==> config.mk <==
export PLATFORM = sky130hd
export DESIGN_NAME = srm_ctrl
export DESIGN_NICKNAME = d
export VERILOG_FILES = /design/src/inc/srm_pkg.sv /design/src/inc/srm_gp_if.sv /design/src/core/srm_gp_store.sv /design/src/core/srm_ctrl.sv
export SDC_FILE = /design/constraint.sdc
export NUM_CORES = 1
export LEC_CHECK = 0
export BUFFER_PORTS_ARGS = -buffer_cell sky130_fd_sc_hd__buf_2
export CORE_MARGIN = 5
export CORE_UTILIZATION = 41
export CTS_CLUSTER_SIZE = 14
export DETAILED_ROUTE_END_ITERATION = 6
export PLACE_DENSITY = 0.7
export SYNTH_ARGS = -nofsm -noshare
export SYNTH_HDL_FRONTEND = slang
export SYNTH_SLANG_ARGS = --single-unit
export TNS_END_PERCENT = 30
==> constraint.sdc <==
create_clock -name core_clk -period 2.8 [get_ports core_clk]
set_input_delay 0.42 -clock core_clk [delete_from_list [all_inputs] [get_ports core_clk]]
set_output_delay 0.42 -clock core_clk [all_outputs]
set_load 0.01 [all_outputs]
==> src/inc/srm_pkg.sv <==
// Purpose: Shared constants and types for the system reset, mode and clock-out controller.
// Assumes: Registers are reached over a plain strobe port with 16-bit data in the low bits.
// Notes: Offsets are indices on the register port.
package srm_pkg;
   // ==========================================================================
   // Register map
   localparam logic [3:0] addr_mode_word = 4'h0;
   localparam logic [3:0] addr_clock_out = 4'h1;
   localparam logic [3:0] addr_sys_ctrl = 4'h2;
   localparam logic [3:0] addr_status = 4'h3;
   localparam logic [3:0] addr_sw_reset = 4'h4;
   localparam logic [3:0] addr_gp_base = 4'h8;
   localparam int gp_count = 4;
   // ==========================================================================
   // Field positions
   localparam int mode_boot_low_bit = 0;
   localparam int mode_boot_high_bit = 1;
   localparam int clk_pin7_bit = 9;
   localparam int clk_pin6_bit = 8;
   localparam int clk_pin5_bit = 7;
   localparam int clk_pin4_bit = 6;
   localparam int clk_off_bit = 5;
   localparam int ctl_wait_en_bit = 0;
   localparam int ctl_stop_en_bit = 1;
   localparam int ctl_wait_wd_stop_bit = 2;
   localparam int ctl_wait_pwm_off_bit = 3;
   localparam int ctl_dbg_pwm_off_bit = 4;
   localparam int ctl_stop_wd_stop_bit = 5;
   localparam int ctl_stop_can_stop_bit = 6;
   localparam logic [15:0] clock_out_mask = 16'h03ff;
   localparam logic [15:0] sys_ctrl_mask = 16'h007f;
   localparam logic [15:0] sw_reset_key = 16'h0001;
   // ==========================================================================
   // Reset values
   localparam logic [15:0] mode_word_reset = 16'h0000;
   localparam logic [15:0] clock_out_reset = 16'h0000;
   localparam logic [15:0] sys_ctrl_reset = 16'h0003;
   localparam logic [1:0] boot_secured = 2'h0;
   localparam logic [1:0] boot_open = 2'h0;
   // ==========================================================================
   // Clock-out source codes
   localparam logic [4:0] src_sys_clock = 5'h00;
   localparam logic [4:0] src_osc = 5'h07;
   localparam logic [4:0] src_synth = 5'h08;
   // ==========================================================================
   // Reset extension timing
   localparam int ext_phase_clocks = 32;
   localparam int ext_phase_count = 3;
   localparam int por_ext_clocks = 2097152;
   typedef enum logic [2:0] {st_run, st_wait, st_stop, st_debug} srm_mode_type;
   typedef enum logic [2:0] {ph_hold, ph_one, ph_two, ph_three, ph_done} srm_phase_type;
endpackage

==> src/inc/srm_gp_if.sv <==
`timescale 1ns/10ps
// Purpose: Carries access signals from the controller to its general-purpose store.
// Assumes: One access per cycle.
// Notes: None.
interface srm_gp_if;
   logic wr;
   logic [1:0] idx;
   logic [15:0] wdata;
   logic [15:0] rdata;
   modport ctrl (output wr, output idx, output wdata, input rdata);
   modport store (input wr, input idx, input wdata, output rdata);
endinterface

==> src/core/srm_gp_store.sv <==
`timescale 1ns/10ps
// Purpose: Four 16-bit general-purpose words cleared only by power-on reset.
// Assumes: Read data come out of a register one cycle after the index.
// Notes: Only the power-on reset input clears the words.
module srm_gp_store (
   // Clock and power-on reset
   input wire logic core_clk,
   input wire logic por_reset,
   // Access port
   srm_gp_if.store gp
);
   logic [15:0] mem_q [srm_pkg::gp_count];
   logic [15:0] rdata_q;

   genvar i;
   generate
      for (i = 0; i < srm_pkg::gp_count; i++) begin : g_word
         always_ff @(posedge core_clk) begin
            if (por_reset) begin
               mem_q[i] <= 16'h0000;
            end else if (gp.wr && gp.idx == 2'(i)) begin
               mem_q[i] <= gp.wdata;
            end
         end
      end
   endgenerate

   always_ff @(posedge core_clk) begin
      rdata_q <= mem_q[gp.idx];
   end

   assign gp.rdata = rdata_q;
endmodule

==> src/core/srm_ctrl.sv <==
`timescale 1ns/10ps
// Purpose: Reset extension, operating mode control and clock-out steering for the system glue unit.
// Assumes: All inputs synchronous to core_clk; the oscillator-derived clock is core_clk.
// Notes: Long power-on count is a parameter so simulation can shorten it.
//
// How it works
// - Hold resets three phases of 32 clocks, released in stages; 2^21 after power-on.
// - Power-on or reset pin resets core and all peripherals.
// - Watchdog or software reset resets everything but keeps the boot-mode bits and the general words.
// - Debug mode: watchdog off, PWM optionally off, other peripherals run.
// - Wait mode: core and memory clocks off, watchdog and PWM optionally off.
// - Stop mode: core, memory, most peripheral clocks off; watchdog, CAN optional.
// - Wake from stop on CAN activity or any non-gated interrupt.
// - Software enables let wait and stop instructions take effect or not.
// - Four 16-bit general words cleared only by power-on reset.
// - Clock-out control bits 15 to 10 read zero and ignore writes.
// - Bit 9 picks address bit 23 or master oscillator on port B line 7.
// - Bit 8 picks address bit 22 or secondary system clock on port B line 6.
// - Bit 7 picks address bit 21 or system clock on port B line 5.
// - Bit 6 picks address bit 20 or prescaler reference on port B line 4.
// - Bit 5 clear drives selected clock on clock-out pin; set tri-states it.
// - Mode word bits 15 to 2 reset to zero; boot bits reset to 00 whether flash is secured or not.
// - Source select: 00000 system clock, 00111 oscillator, 01000 synthesizer.
module srm_ctrl #(
   parameter int por_ext_clocks = srm_pkg::por_ext_clocks
) (
   // Clock and reset
   input wire logic core_clk,
   input wire logic reset,
   // Reset sources
   input wire logic por_in,
   input wire logic reset_pin_n,
   input wire logic watchdog_reset,
   input wire logic flash_secured,
   // Core requests
   input wire logic wait_instr,
   input wire logic stop_instr,
   input wire logic debug_req,
   input wire logic can_activity,
   input wire logic irq_pending,
   // Register port
   input wire logic [3:0] reg_addr,
   input wire logic [15:0] reg_wdata,
   input wire logic reg_wr,
   input wire logic reg_rd,
   output logic [15:0] reg_rdata,
   // Clock sources and address bits
   input wire logic system_clock_signal,
   input wire logic system_clock_twin,
   input wire logic master_osc_clock,
   input wire logic prescaler_ref_clock,
   input wire logic osc_out_clock,
   input wire logic synth_out_clock,
   input wire logic [3:0] addr_high,
   // Resets out
   output logic core_reset,
   output logic periph_reset,
   output logic mem_reset,
   // Clock gates and mode effects
   output logic core_clk_en,
   output logic mem_clk_en,
   output logic periph_clk_en,
   output logic watchdog_en,
   output logic pwm_off,
   output logic can_clk_en,
   // Pins
   output logic [3:0] port_b_alt_out,
   output logic clock_out_signal,
   output logic clock_out_pin_oe_n
);
   localparam int por_w = $clog2(por_ext_clocks + 1);
   localparam logic [por_w-1:0] por_load = por_w'(por_ext_clocks - 1);
   localparam logic [por_w-1:0] phase_load = por_w'(srm_pkg::ext_phase_clocks - 1);

   // ==========================================================================
   // Reset source detection
   logic hard_src;
   logic soft_src;
   logic sw_reset_req;
   logic any_src;
   assign hard_src = por_in | ~reset_pin_n;
   assign soft_src = watchdog_reset | sw_reset_req;
   assign any_src = hard_src | soft_src | reset;
   assign sw_reset_req = reg_wr && reg_addr == srm_pkg::addr_sw_reset && reg_wdata == srm_pkg::sw_reset_key;

   // ==========================================================================
   // Reset extension
   srm_pkg::srm_phase_type phase_q;
   logic [por_w-1:0] ext_cnt_q;
   logic por_seen_q;
   logic hard_seen_q;

   always_ff @(posedge core_clk) begin
      if (any_src) begin
         phase_q <= srm_pkg::ph_hold;
         ext_cnt_q <= (por_in || reset) ? por_load : phase_load;
      end else begin
         case (phase_q)
            srm_pkg::ph_hold: begin
               if (ext_cnt_q == '0) begin
                  phase_q <= srm_pkg::ph_one;
                  ext_cnt_q <= phase_load;
               end else begin
                  ext_cnt_q <= ext_cnt_q - 1'b1;
               end
            end
            srm_pkg::ph_one, srm_pkg::ph_two: begin
               if (ext_cnt_q == '0) begin
                  phase_q <= (phase_q == srm_pkg::ph_one) ? srm_pkg::ph_two : srm_pkg::ph_three;
                  ext_cnt_q <= phase_load;
               end else begin
                  ext_cnt_q <= ext_cnt_q - 1'b1;
               end
            end
            srm_pkg::ph_three: begin
               phase_q <= srm_pkg::ph_done;
            end
            srm_pkg::ph_done: begin
               phase_q <= srm_pkg::ph_done;
            end
            default: begin
               phase_q <= srm_pkg::ph_hold;
            end
         endcase
      end
   end

   always_ff @(posedge core_clk) begin
      if (reset || por_in) begin
         por_seen_q <= 1'b1;
      end else if (phase_q == srm_pkg::ph_done) begin
         por_seen_q <= 1'b0;
      end
   end

   always_ff @(posedge core_clk) begin
      if (hard_src || reset) begin
         hard_seen_q <= 1'b1;
      end else if (phase_q == srm_pkg::ph_done) begin
         hard_seen_q <= 1'b0;
      end
   end

   // Staged release: peripherals, then memory, then core.
   always_ff @(posedge core_clk) begin
      if (any_src) begin
         periph_reset <= 1'b1;
         mem_reset <= 1'b1;
         core_reset <= 1'b1;
      end else begin
         periph_reset <= phase_q == srm_pkg::ph_hold;
         mem_reset <= phase_q == srm_pkg::ph_hold || phase_q == srm_pkg::ph_one;
         core_reset <= phase_q != srm_pkg::ph_done && phase_q != srm_pkg::ph_three;
      end
   end

   // ==========================================================================
   // Registers
   logic [15:0] mode_word_q;
   logic [15:0] clock_out_q;
   logic [15:0] sys_ctrl_q;
   logic wr_mode;
   assign wr_mode = reg_wr && reg_addr == srm_pkg::addr_mode_word;

   always_ff @(posedge core_clk) begin
      if (hard_src || reset) begin
         mode_word_q <= srm_pkg::mode_word_reset;
         mode_word_q[srm_pkg::mode_boot_high_bit:srm_pkg::mode_boot_low_bit] <=
            flash_secured ? srm_pkg::boot_secured : srm_pkg::boot_open;
      end else if (soft_src) begin
         mode_word_q[15:2] <= 14'h0000;
      end else if (wr_mode) begin
         mode_word_q <= reg_wdata;
      end
   end

   always_ff @(posedge core_clk) begin
      if (hard_src || soft_src || reset) begin
         clock_out_q <= srm_pkg::clock_out_reset;
         sys_ctrl_q <= srm_pkg::sys_ctrl_reset;
      end else if (reg_wr && reg_addr == srm_pkg::addr_clock_out) begin
         clock_out_q <= reg_wdata & srm_pkg::clock_out_mask;
      end else if (reg_wr && reg_addr == srm_pkg::addr_sys_ctrl) begin
         sys_ctrl_q <= reg_wdata & srm_pkg::sys_ctrl_mask;
      end
   end

   // ==========================================================================
   // General-purpose store
   srm_gp_if gp_bus ();
   logic gp_hit;
   logic gp_rd_q;
   assign gp_hit = reg_addr[3:2] == srm_pkg::addr_gp_base[3:2];
   assign gp_bus.wr = reg_wr && gp_hit;
   assign gp_bus.idx = reg_addr[1:0];
   assign gp_bus.wdata = reg_wdata;

   srm_gp_store u_gp (
      .core_clk(core_clk),
      .por_reset(por_in | reset),
      .gp(gp_bus.store)
   );

   // ==========================================================================
   // Operating mode
   srm_pkg::srm_mode_type mode_q;

   always_ff @(posedge core_clk) begin
      if (any_src) begin
         mode_q <= srm_pkg::st_run;
      end else begin
         case (mode_q)
            srm_pkg::st_run: begin
               if (debug_req) begin
                  mode_q <= srm_pkg::st_debug;
               end else if (stop_instr && sys_ctrl_q[srm_pkg::ctl_stop_en_bit]) begin
                  mode_q <= srm_pkg::st_stop;
               end else if (wait_instr && sys_ctrl_q[srm_pkg::ctl_wait_en_bit]) begin
                  mode_q <= srm_pkg::st_wait;
               end
            end
            srm_pkg::st_wait: begin
               if (irq_pending || debug_req) begin
                  mode_q <= srm_pkg::st_run;
               end
            end
            srm_pkg::st_stop: begin
               if (irq_pending || can_activity) begin
                  mode_q <= srm_pkg::st_run;
               end
            end
            srm_pkg::st_debug: begin
               if (!debug_req) begin
                  mode_q <= srm_pkg::st_run;
               end
            end
            default: begin
               mode_q <= srm_pkg::st_run;
            end
         endcase
      end
   end

   // Stop leaves the PLL alone; software shuts it down before entry.
   always_ff @(posedge core_clk) begin
      if (reset) begin
         core_clk_en <= 1'b1;
         mem_clk_en <= 1'b1;
         periph_clk_en <= 1'b1;
         watchdog_en <= 1'b1;
         pwm_off <= 1'b0;
         can_clk_en <= 1'b1;
      end else begin
         core_clk_en <= mode_q == srm_pkg::st_run || mode_q == srm_pkg::st_debug;
         mem_clk_en <= mode_q == srm_pkg::st_run || mode_q == srm_pkg::st_debug;
         periph_clk_en <= mode_q != srm_pkg::st_stop;
         watchdog_en <= !(mode_q == srm_pkg::st_debug
                          || (mode_q == srm_pkg::st_wait && sys_ctrl_q[srm_pkg::ctl_wait_wd_stop_bit])
                          || (mode_q == srm_pkg::st_stop && sys_ctrl_q[srm_pkg::ctl_stop_wd_stop_bit]));
         pwm_off <= (mode_q == srm_pkg::st_debug && sys_ctrl_q[srm_pkg::ctl_dbg_pwm_off_bit])
                    || (mode_q == srm_pkg::st_wait && sys_ctrl_q[srm_pkg::ctl_wait_pwm_off_bit]);
         can_clk_en <= !(mode_q == srm_pkg::st_stop && sys_ctrl_q[srm_pkg::ctl_stop_can_stop_bit]);
      end
   end

   // ==========================================================================
   // Clock-out and port B steering
   logic clk_sel;
   always_comb begin
      case (clock_out_q[4:0])
         srm_pkg::src_sys_clock: clk_sel = system_clock_signal;
         srm_pkg::src_osc: clk_sel = osc_out_clock;
         srm_pkg::src_synth: clk_sel = synth_out_clock;
         default: clk_sel = 1'b0;
      endcase
   end

   always_ff @(posedge core_clk) begin
      if (reset) begin
         port_b_alt_out <= 4'h0;
         clock_out_signal <= 1'b0;
         clock_out_pin_oe_n <= 1'b1;
      end else begin
         port_b_alt_out[3] <= clock_out_q[srm_pkg::clk_pin7_bit] ? master_osc_clock : addr_high[3];
         port_b_alt_out[2] <= clock_out_q[srm_pkg::clk_pin6_bit] ? system_clock_twin : addr_high[2];
         port_b_alt_out[1] <= clock_out_q[srm_pkg::clk_pin5_bit] ? system_clock_signal : addr_high[1];
         port_b_alt_out[0] <= clock_out_q[srm_pkg::clk_pin4_bit] ? prescaler_ref_clock : addr_high[0];
         clock_out_signal <= clk_sel;
         clock_out_pin_oe_n <= clock_out_q[srm_pkg::clk_off_bit];
      end
   end

   // ==========================================================================
   // Read port
   logic [3:0] rd_addr_q;
   logic rd_q;
   always_ff @(posedge core_clk) begin
      rd_q <= reg_rd;
      rd_addr_q <= reg_addr;
      gp_rd_q <= reg_rd && gp_hit;
   end

   always_comb begin
      case (rd_addr_q)
         srm_pkg::addr_mode_word: reg_rdata = mode_word_q;
         srm_pkg::addr_clock_out: reg_rdata = clock_out_q;
         srm_pkg::addr_sys_ctrl: reg_rdata = sys_ctrl_q;
         srm_pkg::addr_status: reg_rdata = {11'h000, hard_seen_q, por_seen_q, 1'b0, mode_q[1:0]};
         default: reg_rdata = gp_rd_q ? gp_bus.rdata : 16'h0000;
      endcase
      if (!rd_q) begin
         reg_rdata = 16'h0000;
      end
   end
endmodule

Word level (Yosys, flattened, before mapping)
Memory sizes are Yosys's and may differ from the RTL's. A register that Yosys moved wholly into a read port is not among the register bits.
Index checks and enable logic that the tools add are counted.
Storage, ports and cells
  memories: 1
  output and inout port bits: 31
  memory bits (writable): 64
  bits in read-only memories: 0
  logic and storage cells: 155
  flip-flop bits (word level): 83
  input bits: 43
  latch bits: 0
Cells by class
  shifts and indexed selects: 0
  multiply operators: 0
  mux-type cells: 41
  eq/ne operators: 29
  magnitude comparators: 0
  bitwise logic cells: 12
  div/mod/pow operators: 0
  reduce and logical (&&, ||, !) cells: 48
  add/sub/neg operators: 1
Memories
  u_gp.mem_q: depth 4, bits a word 16, read ports 1, clocked after Yosys merged registers in 1, write ports 4, line srm_gp_store.sv:12  | logic [15:0] mem_q [srm_pkg::gp_count];
Operators by type and width (number)
  two-way mux 16 bit: 6
  two-way mux 22 bit: 3
  one-hot mux 16 bit (4 select lines): 1
  two-way mux 3 bit: 8
  logical NOT 22 bit: 1
  subtractor 22 x 1 -> 22 bit (second input constant): 1
  two-way mux 21 bit: 1
  logical AND 1 bit: 19
  two-way mux 1 bit: 19
  == test 16 x 1 -> 1 bit (second input constant): 1
  == test 3 x 2 -> 1 bit (second input constant): 4
  == test 4 x 2 -> 1 bit (second input constant): 3
  one-hot mux 3 bit (4 select lines): 1
  logical OR 1 bit: 11
  inequality test 2 bit (second input constant): 5
  OR 1 bit: 9
  one-hot mux 3 bit (3 select lines): 1
  == test 4 x 1 -> 1 bit (second input constant): 2
  logical NOT 4 bit: 2
  == test 2 bit (second input constant): 3
  == test 3 x 1 -> 1 bit (second input constant): 2
  logical NOT 3 bit: 2
  inequality test 3 x 2 -> 1 bit (second input constant): 2
  AND reduction 2 bit: 3
  other kinds (16): 21

Longest topological paths before layout
  depth in word-level cells: 7
  mapped depth: 7
  mapped depth without buffers: 7

Hierarchy
Synthesis repeated with hierarchy kept, for this count alone.
Unflattened totals
  cells, all modules: 604
  area total of the unflattened synthesis: 7070.5 µm²
By module, submodules not included
  srm_ctrl: area an instance 3916.3 µm², times used 1, cells an instance 404, sequential area each 1861.8 µm²
  srm_gp_store: area an instance 3154.3 µm², times used 1, cells an instance 200, sequential area each 2242.2 µm²

Least setup slack after synthesis
OpenSTA, ideal clock, no wires.
  path kind: input -> register
  from: input reg_addr[1]
  to: memory u_gp.mem_q[2][0] (enable)
  library setup time: 0.411 ns
  buffers on the path: 1
  path slack: 0.324 ns
  required time: 2.389 ns
  cell stages on the path: 3
  arrival: 2.064 ns
  cell sequence: clkbuf_1 nand2b_1 o21ai_0
RTL lines
  start, declared: line srm_ctrl.sv:42  | input wire logic [3:0] reg_addr,
  end, declared: line srm_gp_store.sv:12

Worst setup path after layout
  from: register rd_addr_q[3]
  to: output reg_rdata[2]
On the way
  word-level cells in the longest chain between the ends: 3
  elaborated cells between the ends (all ways): 6
  those cells by class: eq/ne (3); mux (2); reduce/logical (1)
Ends and longest elaborated chain
  start, declared: line srm_ctrl.sv:295  | logic [3:0] rd_addr_q;
  start signal, assigned: line srm_ctrl.sv:299  | rd_addr_q <= reg_addr;
  == test 4 x 2 -> 1 bit (tied with other cells): line srm_ctrl.sv:304  | case (rd_addr_q)
  one-hot mux 16 bit (4 select lines) *: line srm_ctrl.sv:304
  two-way mux 16 bit *: line srm_ctrl.sv:311  | if (!rd_q) begin
  end, declared: line srm_ctrl.sv:46  | output logic [15:0] reg_rdata,
Mark *: on every way between the ends. The rest lies on a longest branch, timed or not.

==> results.py <==
metrics = {
    "placement": {
        "placedCellCount": 874,
        "gp_routability_congestion": 0.868,
        "postPlaceCellArea_um2": 7690,
        "buffer_ports.inserted": 72,
        "place_hpwl_um": 11700,
    },
    "detailed_routing": {
        "vias": 4922,
        "drt-total-wl_um": 17100,
        "avgRoutedWirePerCell_um": 18.8,
        "detailedRoute.firstIterationViolations": 513,
        "residual_drc_count": 0,
        "final_antenna_net_count": 0,
        "detail_route.vias_per_cell": 5.43,
        "first_pass_iters": 5,
    },
    "synth": {
        "top_cells_by_area_synth": "sky130_fd_sc_hd__edfxtp_1 37%, sky130_fd_sc_hd__dfxtp_1 22%, sky130_fd_sc_hd__mux4_2 6.1%, sky130_fd_sc_hd__and2_1 5.9%, sky130_fd_sc_hd__mux2i_1 3.4%",
        "netlist.top_cell.by_area": "sky130_fd_sc_hd__edfxtp_1",
        "synthCells": 587,
        "postSynthNetCount": 635,
        "synth_edf_count": 86,
        "synth_top_area_share_pct": 37.0,
        "synth-seq-area-share_pct": 58.8,
        "async_flop_share_pct": 0,
        "yosys.cell_count.top_type": "sky130_fd_sc_hd__edfxtp_1",
        "synth.ff_latch_count": 162,
        "synth_top_cells_by_count": "86 x sky130_fd_sc_hd__edfxtp_1, 76 x sky130_fd_sc_hd__dfxtp_1, 66 x sky130_fd_sc_hd__and2_1, 45 x sky130_fd_sc_hd__nand2_1, 40 x sky130_fd_sc_hd__nor2_1",
        "ys.warnings.count": 0,
        "synth_cell_type_count": 45,
        "yosys_most_used_dff": "sky130_fd_sc_hd__edfxtp_1",
        "syn_area_per_cell_um2": 11.9,
        "post_synth_instance_area_um2": 6980,
    },
    "global_route": {
        "antenna_violations_before_repair": 5,
        "largest_net_degree_at_the_start_of_global_routing": 41,
        "grt_pass1_vias": 5018,
        "first_pass_grt_wire_length_um": 27100,
        "globalRouteOverflowTotal": 0,
        "grt_usage_pct": 17.7,
    },
    "power_and_ir_drop": {
        "vdd_ir_drop_max_mv": 0.401,
        "p_leak_nw": 3.12,
        "power_density_nw_per_um2": 625,
    },
    "worst_setup_path": {
        "crit_fanout": 10,
        "critPathKind": "reg -> out",
        "slowest_delay_ns": 0.56,
        "crit_chain": "or2_2 > and2_1 > a222oi_1 > nor2b_1 > buf_2",
        "timing.critical_path.arrival_ns": 2.24,
        "worst_path_max_delay_cell": "sky130_fd_sc_hd__a222oi_1",
        "cp-start-kind": "register",
        "timing.critical_path.required_ns": 2.38,
        "crit_path_end_kind": "output port",
    },
    "cts": {
        "cts-buffers-inserted": 17,
        "cts_hold_repair.buffers": 0,
        "clock_path_buffers": 2,
        "cts_tree": "done",
        "clk-insertion-delay-late_ns": 0.43,
        "postCtsSetupBuffers": 0,
        "cts.sink_count": 162,
        "clk_transition_reported_paths_ns": 0.06,
        "h-tree-depth": 4,
        "cts-root-buf": "sky130_fd_sc_hd__clkbuf_16",
    },
    "final_layout": {
        "final_layout_size_suffix_gt1_share_pct": 22.2,
        "stdcell_area_um2": 8280,
        "syn2layout_area_growth_pct": 18.6,
        "post_layout_nonfiller_instances": 906,
        "antenna_cells": 0,
        "utilization_pct": 49.7,
        "total_number_of_nets_in_the_final_design": 721,
    },
    "hold_path": {
        "hold_class": "in -> reg",
    },
    "timing": {
        "fin_setup_tns_ns": 0,
        "fmax_mhz": 375,
        "slew_headroom_pct": 49.1,
        "grt_setup_unrepaired": "false",
        "finalWorstPathRequiredPeriod_ns": 2.66,
        "timing_worst_slew_pin_value_ns": 0.764,
        "final_hold_viol_count": 0,
        "maxSlewViolCount": 0,
        "final_number_of_setup_violating_endpoints": 0,
        "fin_hold_ws_ns": 0.114,
        "clock-skew-final_ns": 0.00775,
        "finalCritPeriodShare_pct": 95.1,
    },
    "floorplan": {
        "initial_core_util_pct": 41.9,
        "io_pins": 74,
        "dieArea_um2": 19700,
        "die_h_um": 140,
        "floorplan.die.width_um": 140,
        "core.rowCount": 47,
        "core_area_um2": 16600,
    },
    "status": {
        "outcome": "complete, no violations",
    },
    "job": {
        "maximum_capacitance_violations": 0,
    },
}
final cells by class:
| type | instances | area, um^2 |
|---|---|---|
| sequential | 162 | 4110 |
| clock buffer | 28 | 529 |
| inverter | 8 | 30.0 |
| timing repair buffer | 95 | 558 |
| multi-input combinational | 389 | 2730 |
| clock inverter | 4 | 47.5 |
| tap | 220 | 275 |
| fill | 1431 | 8360 |
stage by stage:
step,total power (W),setup slack (ns)
final,0.00517,0.137
after global routing,0.00535,0.0162
after CTS,0.00521,0.0398
after detailed placement,0.00297,0.111
after global placement,0.00295,0.228
after floorplan,0.00283,0.324
power breakdown:
group / internal (W) / total [W] / switching (W)
clock: 0.00138 / 0.00225 / 0.000877
combinational: 0.000121 / 0.000276 / 0.000155
sequential: 0.00260 / 0.00265 / 0.0000501
sequential cells by signal, indices dropped and copies added, names as in the netlist, 3 cells and up:
register / flops
clock_out_q: 10
ext_cnt_q: 22
mode_word_q: 16
phase_q: 3
port_b_alt_out: 4
rd_addr_q: 4
sys_ctrl_q: 7
u_gp.gp.rdata: 16
u_gp.mem_q: 64
worst max-delay path, delay by kind of cell, from the launching register on:
kind,cells,cell delay [ns]
and+or+nand+nor,3,0.79
AOI/OAI and AO/OA,1,0.56
DFF,1,0.31
buffers and inverters,1,0.15
layout by cell type (no fill, tap or decap), types with 5 or more instances in the layout:
master                       n
sky130_fd_sc_hd__buf_2      72
sky130_fd_sc_hd__and2_1     66
sky130_fd_sc_hd__nor4_1     12
sky130_fd_sc_hd__nand2b_1   17
sky130_fd_sc_hd__nor3_1     14
sky130_fd_sc_hd__buf_4      21
sky130_fd_sc_hd__or2_2       6
sky130_fd_sc_hd__edfxtp_1   86
sky130_fd_sc_hd__or4_1       5
sky130_fd_sc_hd__a22oi_1     7
sky130_fd_sc_hd__mux2i_1    24
sky130_fd_sc_hd__nor2_1     40
sky130_fd_sc_hd__clkbuf_16  19
sky130_fd_sc_hd__xnor2_1    14
sky130_fd_sc_hd__a21oi_1    19
sky130_fd_sc_hd__nand2_1    45
sky130_fd_sc_hd__nand3_1    10
sky130_fd_sc_hd__mux4_2     19
sky130_fd_sc_hd__clkbuf_1    7
sky130_fd_sc_hd__or3_1       5
sky130_fd_sc_hd__inv_1       8
sky130_fd_sc_hd__ha_1        5
sky130_fd_sc_hd__dfxtp_1    75
sky130_fd_sc_hd__o21ai_0    21
sky130_fd_sc_hd__nor2b_1    13
what timing repair did:
action,CTS,global route
setup endpoints to repair,0,14
resized for setup,0,2
hold endpoints to repair,0,0
final timing paths:
kind	start	depth (start not counted)	slack [ns]	to
min reg2reg	sys_ctrl_q[6]$_SDFFE_PP0P_	1	0.44	can_clk_en$_SDFF_PP1_
min	reg_rd	1	0.11	rd_q$_DFF_P_
max reg2reg	ext_cnt_q[4]$_SDFFCE_PP1P_	5	0.38	ext_cnt_q[20]$_DFFE_PP_
max	rd_addr_q[3]$_DFF_P_	5	0.14	reg_rdata[2]
routing by layer:
layer  global-route usage [%]  up-vias  part of all wire, %
met2                     29.0      170                   48
met5                        0        -                 0.38
li1                         -     2296                    -
met4                     6.32       10                  2.1
met3                     6.31       39                  8.1
met1                     21.6     2407                   41
cells by family (layout without fill, tap and decap cells):
family | after synthesis | after routing | share of synthesized area [%]
AND/OR/NAND/NOR | 244 | 244 | 18.8
flip-flops | 162 | 162 | 58.8
AO/OA/AOI/OAI | 77 | 77 | 7.19
multiplexers | 46 | 46 | 10.1
buffers and inverters | 36 | 135 | 2.13
XOR/XNOR | 17 | 17 | 2.13
adder cells (fa/ha/maj) | 5 | 5 | 0.897
(Power assumes the default switching activity.)
